**src/instr_exec_params.svh**
```systemverilog
// Register offsets, field positions, reset values and opcodes of the instruction executor
`ifndef INSTR_EXEC_PARAMS_SVH
`define INSTR_EXEC_PARAMS_SVH

// Register byte offsets on the APB
`define OFS_INSTR 12'h000
`define OFS_CORE 12'h004
`define OFS_PTR 12'h008
`define OFS_PORTS 12'h00C
`define OFS_MEM 12'h010

// Field positions in the core status word
`define CORE_ACC_LSB 0
`define CORE_CARRY_BIT 4
`define CORE_BANK_BIT 5
`define CORE_CLKMODE_BIT 8
`define CORE_BACKUP_BIT 9
`define CORE_ARMED_BIT 10

// Field positions in the pointer and port words
`define PTR_DP_LSB 0
`define PTR_Y_LSB 8
`define PORTS_C_LSB 0
`define PORTS_D_LSB 8

// Reset values
`define ACC_RST 4'h0
`define CARRY_RST 1'b0
`define BANK_RST 1'b0
`define PTR_RST 4'h0
`define PORTC_RST 4'hF
`define PORTD_RST 8'hFF
`define MEM_RST 4'h0

// Highest legal port D index held in register Y
`define PORTD_MAX_IDX 4'h7

// Instruction opcodes, ten bits
`define OP_ARM 10'h068
`define OP_CLOCK_MODE 10'h002
`define OP_RAM_BACKUP 10'h008
`define OP_ROTATE_RIGHT 10'h01D
`define OP_MEM_BIT_CLEAR 10'h04C
`define OP_BANK_CLEAR 10'h026
`define OP_CARRY_CLEAR 10'h006
`define OP_PORTC_CLEAR 10'h28C
`define OP_PORTD_BIT_CLEAR 10'h014

`endif

```
**src/instr_exec_pkg.sv**
```systemverilog
// Types shared by the instruction executor and its decoder
package instr_exec_pkg;

	// One strobe per decoded instruction, plus the memory bit index
	typedef struct packed {
		logic arm;
		logic clock_mode;
		logic ram_backup;
		logic rotate;
		logic mem_clear;
		logic bank_clear;
		logic carry_clear;
		logic portc_clear;
		logic portd_clear;
		logic [1:0] bit_sel;
	} dec_type;

	// Power state of the core
	typedef enum logic [1:0] {
		pwr_run,
		pwr_clock,
		pwr_backup
	} pwr_state_type;

endpackage : instr_exec_pkg

```
**src/instr_exec.sv**
```systemverilog
// Instruction executor for power-down, rotate and bit clear instructions, APB programmed
//
// Added by the designer: the register offsets and register access over APB.
`timescale 1ns/1ns
`default_nettype none
`include "instr_exec_params.svh"

// Function
// - Armed first power-down enters clock mode
// - Unarmed first power-down acts as no-op
// - Armed second power-down enters RAM backup
// - Unarmed second power-down changes no state
// - Rotate accumulator right through carry
// - Clear memory bit j at data pointer
// - Bank clear zeroes table page bit six
// - Bank flag affects only table lookup page
// - Clear port D bit Y, Y 0..7
module instr_exec
(
	// Clock and reset
	input wire logic pclk,
	input wire logic presetn,
	// APB slave
	input wire logic psel,
	input wire logic penable,
	input wire logic pwrite,
	input wire logic [11:0] paddr,
	input wire logic [31:0] pwdata,
	output logic [31:0] prdata,
	output logic pready,
	output logic pslverr,
	// Core side
	input wire logic wake,
	input wire logic table_lookup_active,
	output logic table_page_bit6,
	output logic clock_mode,
	output logic ram_backup,
	output logic [3:0] portc_out,
	output logic [7:0] portd_out
);
	import instr_exec_pkg::*;

	dec_type dec;
	pwr_state_type pwr_q, pwr_d;
	logic [3:0] acc_q, acc_d;
	logic carry_q, carry_d;
	logic bank_q, bank_d;
	logic armed_q, armed_d;
	logic [3:0] dp_q, dp_d;
	logic [3:0] y_q, y_d;
	logic [3:0] portc_q, portc_d;
	logic [7:0] portd_q, portd_d;
	logic [3:0] mem_q [16];
	logic [3:0] mem_d [16];
	logic [31:0] prdata_q, rd_word;
	wire setup_ph;
	wire access_ph;
	wire wr_acc;
	wire hit_instr, hit_core, hit_ptr, hit_ports, hit_mem, mapped;
	wire running;
	wire exec;
	wire wr_core, wr_ptr, wr_ports, wr_mem;
	wire y_ok;
	wire [3:0] cur_word;
	logic [9:0] last_op_q;

	// Address decode and bus phases
	assign setup_ph = psel & ~penable;
	assign access_ph = psel & penable;
	assign wr_acc = access_ph & pwrite;
	assign hit_instr = (paddr == `OFS_INSTR);
	assign hit_core = (paddr == `OFS_CORE);
	assign hit_ptr = (paddr == `OFS_PTR);
	assign hit_ports = (paddr == `OFS_PORTS);
	assign hit_mem = (paddr == `OFS_MEM);
	assign mapped = hit_instr | hit_core | hit_ptr | hit_ports | hit_mem;
	assign pready = 1'b1;
	assign pslverr = access_ph & ~mapped;
	assign prdata = prdata_q;

	// Write strobes; a stopped core executes nothing
	assign running = (pwr_q == pwr_run);
	assign exec = wr_acc & hit_instr & running;
	assign wr_core = wr_acc & hit_core;
	assign wr_ptr = wr_acc & hit_ptr;
	assign wr_ports = wr_acc & hit_ports;
	assign wr_mem = wr_acc & hit_mem;
	assign y_ok = (y_q <= `PORTD_MAX_IDX);
	assign cur_word = mem_q[dp_q];

	instr_decode u_decode
	(
		.opcode(pwdata[9:0]),
		.dec(dec)
	);

	// Read mux, captured in the setup phase
	always_comb
	begin
		rd_word = 32'h0000_0000;
		if (hit_instr)
			rd_word[9:0] = last_op_q;
		if (hit_core)
		begin
			rd_word[`CORE_ACC_LSB +: 4] = acc_q;
			rd_word[`CORE_CARRY_BIT] = carry_q;
			rd_word[`CORE_BANK_BIT] = bank_q;
			rd_word[`CORE_CLKMODE_BIT] = (pwr_q == pwr_clock);
			rd_word[`CORE_BACKUP_BIT] = (pwr_q == pwr_backup);
			rd_word[`CORE_ARMED_BIT] = armed_q;
		end
		if (hit_ptr)
		begin
			rd_word[`PTR_DP_LSB +: 4] = dp_q;
			rd_word[`PTR_Y_LSB +: 4] = y_q;
		end
		if (hit_ports)
		begin
			rd_word[`PORTS_C_LSB +: 4] = portc_q;
			rd_word[`PORTS_D_LSB +: 8] = portd_q;
		end
		if (hit_mem)
			rd_word[3:0] = cur_word;
	end

	// Accumulator and flags
	assign acc_d = (exec & dec.rotate) ? {carry_q, acc_q[3:1]} :
		wr_core ? pwdata[`CORE_ACC_LSB +: 4] : acc_q;
	assign carry_d = (exec & dec.rotate) ? acc_q[0] :
		(exec & dec.carry_clear) ? 1'b0 :
		wr_core ? pwdata[`CORE_CARRY_BIT] : carry_q;
	assign bank_d = (exec & dec.bank_clear) ? 1'b0 :
		wr_core ? pwdata[`CORE_BANK_BIT] : bank_q;
	// Arming holds only across the very next instruction
	assign armed_d = exec ? dec.arm : armed_q;
	assign dp_d = wr_ptr ? pwdata[`PTR_DP_LSB +: 4] : dp_q;
	assign y_d = wr_ptr ? pwdata[`PTR_Y_LSB +: 4] : y_q;
	assign portc_d = (exec & dec.portc_clear) ? 4'h0 :
		wr_ports ? pwdata[`PORTS_C_LSB +: 4] : portc_q;

	// Bank bit only reaches the table lookup page address
	assign table_page_bit6 = table_lookup_active & bank_q;

	// Port D bits, cleared by index in Y when Y is legal
	generate
		for (genvar i = 0; i < 8; i++)
		begin : g_portd
			assign portd_d[i] = (exec & dec.portd_clear & y_ok & (y_q[2:0] == 3'(i))) ? 1'b0 :
				wr_ports ? pwdata[`PORTS_D_LSB + i] : portd_q[i];
		end
	endgenerate

	// Data memory words, bit clear at the data pointer
	generate
		for (genvar e = 0; e < 16; e++)
		begin : g_mem
			wire sel_e = (dp_q == 4'(e));
			assign mem_d[e] = (exec & dec.mem_clear & sel_e) ? (mem_q[e] & ~(4'h1 << dec.bit_sel)) :
				(wr_mem & sel_e) ? pwdata[3:0] : mem_q[e];
			always_ff @(posedge pclk or negedge presetn)
			begin
				if (!presetn)
					mem_q[e] <= `MEM_RST;
				else
					mem_q[e] <= mem_d[e];
			end
		end
	endgenerate

	// Power state; unarmed power-down falls through as a no-op
	always_comb
	begin
		pwr_d = pwr_q;
		unique case (pwr_q)
			pwr_run:
			begin
				if (exec & dec.clock_mode & armed_q)
					pwr_d = pwr_clock;
				else if (exec & dec.ram_backup & armed_q)
					pwr_d = pwr_backup;
			end
			pwr_clock, pwr_backup:
			begin
				if (wake)
					pwr_d = pwr_run;
			end
			default:
				pwr_d = pwr_run;
		endcase
	end
	assign clock_mode = (pwr_q == pwr_clock);
	assign ram_backup = (pwr_q == pwr_backup);
	assign portc_out = portc_q;
	assign portd_out = portd_q;

	// Core state registers
	always_ff @(posedge pclk or negedge presetn)
	begin
		if (!presetn)
		begin
			pwr_q <= pwr_run;
			acc_q <= `ACC_RST;
			carry_q <= `CARRY_RST;
			bank_q <= `BANK_RST;
			armed_q <= 1'b0;
			dp_q <= `PTR_RST;
			y_q <= `PTR_RST;
			portc_q <= `PORTC_RST;
			portd_q <= `PORTD_RST;
		end
		else
		begin
			pwr_q <= pwr_d;
			acc_q <= acc_d;
			carry_q <= carry_d;
			bank_q <= bank_d;
			armed_q <= armed_d;
			dp_q <= dp_d;
			y_q <= y_d;
			portc_q <= portc_d;
			portd_q <= portd_d;
		end
	end

	// Bus read data and last executed opcode
	always_ff @(posedge pclk or negedge presetn)
	begin
		if (!presetn)
		begin
			prdata_q <= 32'h0000_0000;
			last_op_q <= 10'h000;
		end
		else
		begin
			if (setup_ph)
				prdata_q <= rd_word;
			if (exec)
				last_op_q <= pwdata[9:0];
		end
	end
endmodule : instr_exec
`default_nettype wire

```
**src/instr_decode.sv**
```systemverilog
// Opcode decoder for the instruction executor
`timescale 1ns/1ns
`default_nettype none
`include "instr_exec_params.svh"

module instr_decode
(
	// Opcode in
	input wire logic [9:0] opcode,
	// Decoded strobes out
	output instr_exec_pkg::dec_type dec
);
	import instr_exec_pkg::*;

	// Full opcode of the memory bit clear, index bits included
	localparam logic [9:0] mem_clear_op = `OP_MEM_BIT_CLEAR;

	// Exact matches, memory bit clear ignores its two index bits
	assign dec.arm = (opcode == `OP_ARM);
	assign dec.clock_mode = (opcode == `OP_CLOCK_MODE);
	assign dec.ram_backup = (opcode == `OP_RAM_BACKUP);
	assign dec.rotate = (opcode == `OP_ROTATE_RIGHT);
	assign dec.mem_clear = (opcode[9:2] == mem_clear_op[9:2]);
	assign dec.bank_clear = (opcode == `OP_BANK_CLEAR);
	assign dec.carry_clear = (opcode == `OP_CARRY_CLEAR);
	assign dec.portc_clear = (opcode == `OP_PORTC_CLEAR);
	assign dec.portd_clear = (opcode == `OP_PORTD_BIT_CLEAR);
	assign dec.bit_sel = opcode[1:0];

endmodule : instr_decode
`default_nettype wire

```
**config.mk**
```make
export PLATFORM = sky130hd
export DESIGN_NAME = instr_exec
export DESIGN_NICKNAME = d
export VERILOG_FILES = /design/src/instr_exec_pkg.sv /design/src/instr_exec.sv /design/src/instr_decode.sv
export VERILOG_INCLUDE_DIRS = /design/src
export SDC_FILE = /design/constraint.sdc
export NUM_CORES = 1
export LEC_CHECK = 0
export ABC_AREA = 1
export ABC_CLOCK_PERIOD_IN_PS = 2900
export BUFFER_PORTS_ARGS = -buffer_cell sky130_fd_sc_hd__buf_4
export CORE_UTILIZATION = 55
export CTS_CLUSTER_DIAMETER = 40
export DETAILED_ROUTE_END_ITERATION = 16
export PLACE_DENSITY = 0.74
export SYNTH_ARGS = -nofsm -noshare
export SYNTH_HDL_FRONTEND = slang
export SYNTH_HIERARCHICAL = 1
export SYNTH_SLANG_ARGS = --single-unit
```
**constraint.sdc**
```tcl
create_clock -name pclk -period 2.9 [get_ports pclk]
set_clock_uncertainty 0.15 [all_clocks]
set_input_delay 0.58 -clock pclk [delete_from_list [all_inputs] [get_ports pclk]]
set_output_delay 0.58 -clock pclk [all_outputs]
set_load 0.005 [all_outputs]
```
Word-level counts from Yosys, hierarchy flattened
Cells that the tools add are included.

word-level totals
  bits in registers = 119
  bits of input ports = 51
  logic and storage cells = 268

operators by class
  magnitude comparators = 2
  equality and inequality tests = 39
  shift operators = 1
  mux-type cells = 72
  bitwise gates (word level) = 86
  reduce and logical (&&, ||, !) cells = 34

operators with widths
  cell                    count
  $mux W4                 42
  $and A4 B4 Y4           16
  $and A1 B1 Y1           62
  $reduce_bool A2 Y1      27
  $eq A4 B4 Y1 const B    8
  $eq A12 B4 Y1 const B   2
  $mux W1                 21
  $eq A10 B5 Y1 const B   2
  $bmux W4 S4             1
  $eq A4 B3 Y1 const B    4
  $eq A12 B3 Y1 const B   1
  $eq A12 B5 Y1 const B   1
  $eq A3 B3 Y1 const B    4
  $logic_not A12 Y1       1
  $eq A10 B10 Y1 const B  1
  $eq A10 B2 Y1 const B   1
  $eq A10 B3 Y1 const B   1
  $eq A10 B4 Y1 const B   1
  $eq A10 B6 Y1 const B   1
  $eq A10 B7 Y1 const B   1
  $mux W10                1
  $eq A4 B2 Y1 const B    2
  $eq A8 B5 Y1 const B    1
  $mux W8                 1
  other kinds (24)        31

Longest topological paths before layout
  word-level depth = 9
  depth in mapped cells = 12

Modules after synthesis
The synthesis kept the hierarchy.

by module, submodules not included
  module        times used  cells each  area an instance (um^2)  sequential area each (um^2)
  instr_exec    1           922         6611.3                   2992.9
  instr_decode  1           43          200.2                    0.0

Worst setup path before layout
Ideal clock, no wire load.

  path type = input port to output port
  start = input port paddr[0]
  end = output port pslverr
  data arrival time = 1.410 ns
  data required time = 2.170 ns
  path slack = 0.760 ns
  cell stages on the path = 7
  buffers on the path = 1
  cell sequence = inv_1 nand2_1 nor2_2 buf_2 nand2_1 nor2_1 a211oi_1

on the way
  word-level cells in the longest chain between the ends = 7

ends and longest elaborated chain
  what                                                          RTL line          source
  start, declared                                               instr_exec.sv:27  input wire logic [11:0] paddr,
  $eq A12 B3 Y1 (no line) or $logic_not A12 Y1 (tied branches)  --
  $or A1 B1 Y1 (3 in a row)                                     instr_exec.sv:76  assign mapped = hit_instr | hit_core | hit_ptr | hit_ports | hit_mem;
  $or A1 B1 Y1 (*)                                              instr_exec.sv:76
  $not A1 Y1 (*)                                                instr_exec.sv:78  assign pslverr = access_ph & ~mapped;
  $and A1 B1 Y1 (*)                                             instr_exec.sv:78
  end, declared                                                 instr_exec.sv:31  output logic pslverr,

Mark *: on every way between the ends. The rest lies on a longest branch, timed or not.

Worst setup path in the final report
  start = input port paddr[3]
  end = output port pslverr

The elaborated chain is that of the path after synthesis.

==> results_dict.tcl <==
set metrics [dict create \
    status "finished, final reports clean" \
    syn2layout_area_growth_pct 18.5 \
    power_mw 4.03 \
    worst_hold_path_type "in2reg" \
    setup_violations 0 \
    antenna_found_initial 0 \
    cts_resized 0 \
    synth_cell_types 36 \
    utilization_pct 66.9 \
    ff2ff_path_depth 9 \
    vias_per_cell 5.27 \
    setup_ws_ps 368 \
    setup_tns_ps 0 \
    final_nets 1093 \
    finalMaxSlewViolations 0 \
    crit_path_end "pslverr" \
    r2r_end "mem_q[54]" \
    cts_tree "done" \
    cp-end-kind "primary output" \
    wl_um 17900 \
    muxShareOfSynthArea_pct 0 \
    rows 40 \
    worstMarginPinSlew_ps 1160 \
    powerDensity_nw_per_um2 499 \
    synth.top_cells.by_area "dfrtp_1, nand2_1, o21ai_0" \
    drc 0 \
    rsz0062_at_grt "false" \
    clock_path_buffers 2 \
    timing.final.crit_share_pct 87.3 \
    start_kind "primary input" \
    die_w_um 113 \
    mostFrequentLayoutCell "nand2_1" \
    cts_sinks 119 \
    pre_cts_ws_ps 118 \
    syn_area_um2 6810 \
    ir_drop_v 0.000453 \
    worst_skew_pair.late_latency_ps 420 \
    die_height_um 113 \
    required_ps 2170 \
    period_needed_ps 2530 \
    startpoint "paddr[3]" \
    cts_buffers 17 \
    clkSlewWorstSetupHoldPaths_ps 50 \
    wl_per_cell_um 14.7 \
    htree_levels 4 \
    grt_pass1_vias 5890 \
    dpl-instance-area_um2 7470 \
    port-buffer-count 66 \
    synth_simple_gate_area_share_pct 32.1 \
    yosysWarningCount 6 \
    grt_first_pass_wirelength_um 29200 \
    synth_top_family_by_area "simple AND/OR/NAND/NOR gates" \
    grt_util_all_layers_pct 29.6 \
    drv_cap 0 \
    cts_setup_buffers 0 \
    r2r_start "pwr_q[1]" \
    avgSynthCellArea_um2 7.06 \
    die_area_um2 12800 \
    drive_gt1_share_pct 15.6 \
    root_buffer "clkbuf_16" \
    design_area_um2 8070 \
    antenna_cells 0 \
    dr.pass1.iters 6 \
    crit_fanout 8 \
    final_antenna_net_count 0 \
    final_cell_mix "nand2_1, dfrtp_1, o21ai_0" \
    r2r_slack_ps 400 \
    drt_iter0_drc 588 \
    synth_edf_count 0 \
    fmax_mhz 395 \
    hold_violations 0 \
    power_leakage_nw 4.28 \
    arrival_ps 1800 \
    grt_max_degree 49 \
    synth_cells 965 \
    synth_flop_cell "dfrtp_1" \
    yosys.area_share.adder_pct 0.551 \
    critical_path_class "in2out" \
    synth-xor-area-share_pct 0 \
    slew_headroom_pct 22.8 \
    async_reset_ff_share_pct 100 \
    gp_congestion 0.870 \
    hpwl_um 12300 \
    synth_top_cell_by_area "dfrtp_1" \
    dr_total_vias 6426 \
    start_util_pct 56.5 \
    seq_area_frac_synth_pct 43.9 \
    grt_remaining_overflow 0 \
    synth_seq_cells 119 \
    core_area_um2 12100 \
    ios 100 \
    synth_top_area_share_pct 39.3 \
    synth_compound_area_share_pct 13.4 \
]
==> cell usage after synthesis, types with 3 or more instances <==
cell type,number
a21boi_1,14
a21oi_1,15
a31oi_1,3
buf_2,11
buf_4,21
clkbuf_1,15
dfrtp_1,107
dfstp_2,12
ha_1,3
inv_1,91
inv_2,7
nand2_1,333
nand2_2,5
nand3_1,79
nand4_1,8
nor2_1,72
nor2_2,11
nor3_1,8
o21ai_0,94
o21ai_1,33
o22ai_1,4
==> kinds of logic (layout without fill, tap and decap cells) <==
logic type	Yosys count	count (layout)
other cells	2	17
flops	119	119
fa+ha+maj	3	3
compound gates	169	169
buf+inv	149	221
simple gates	523	523
==> worst min path at each step <==
stage                         start      endpoint  depth (start not counted)
after floorplan             presetn      acc_q[0]                          0
final                     pwdata[4]  last_op_q[4]                          3
after global routing      pwdata[4]  last_op_q[4]                          3
after CTS                 pwdata[5]  last_op_q[5]                          3
after detailed placement  mem_q[15]     mem_q[15]                          2
after global placement    mem_q[43]     mem_q[43]                          2
==> per-stage QoR <==
step | hold slack (ps) | instances
2_1_floorplan | 134 | 980
6_report | 254 | 1220
5_1_grt | 271 | 1220
3_5_place_dp | 320 | 1187
3_3_place_gp | 314 | 1187
4_1_cts | 241 | 1220
==> routing by layer <==
metal  part of all wire (%)  vias up  GRT usage [%]  wire length (µm)
met5                      0        -              0                 0
met4                    2.2        0           11.6               401
met3                    6.7       35           5.62              1210
met2                     45      255           44.9              7990
met1                     46     2930           42.0              8310
li1                       -     3206              -                 -
==> state kept, by name, indices dropped and copies added (netlist names) <==
signal / cells
last_op_q: 10
mem_q: 64
portc_out: 4
dp_q: 4
pwr_q: 2
armed_q: 1
y_q: 4
carry_q: 1
portd_out: 8
bank_q: 1
prdata: 16
acc_q: 4
==> critical path, stage by stage <==
cell and delay [ps]:
buf_4 120, inv_1 60, nand2_1 60, nor2_2 360
nand2_1 90, nor2_1 300, a211oi_1 80, buf_4 150
==> area by class of cell <==
type                       instances  area (µm²)
inverter                          98         368
clock buffer                      19         443
fill                            1071        3990
clock inverter                    13         154
multi-input combinational        712        3210
timing repair buffer              91         698
tap                              168         210
sequential                       119        2990
==> what timing repair did <==
action,4_1_cts,5_1_grt
endpoints found under the setup margin,0,0
hold buffers,1,0
endpoints found under the hold margin,24,0
==> where the power goes <==
| group | switching [mW] | internal, mW |
|---|---|---|
| sequential | 0.00476 | 1.67 |
| combinational | 0.144 | 0.0755 |
| clock | 0.767 | 1.37 |
No activity file was read; power rests on OpenSTA's default activity.
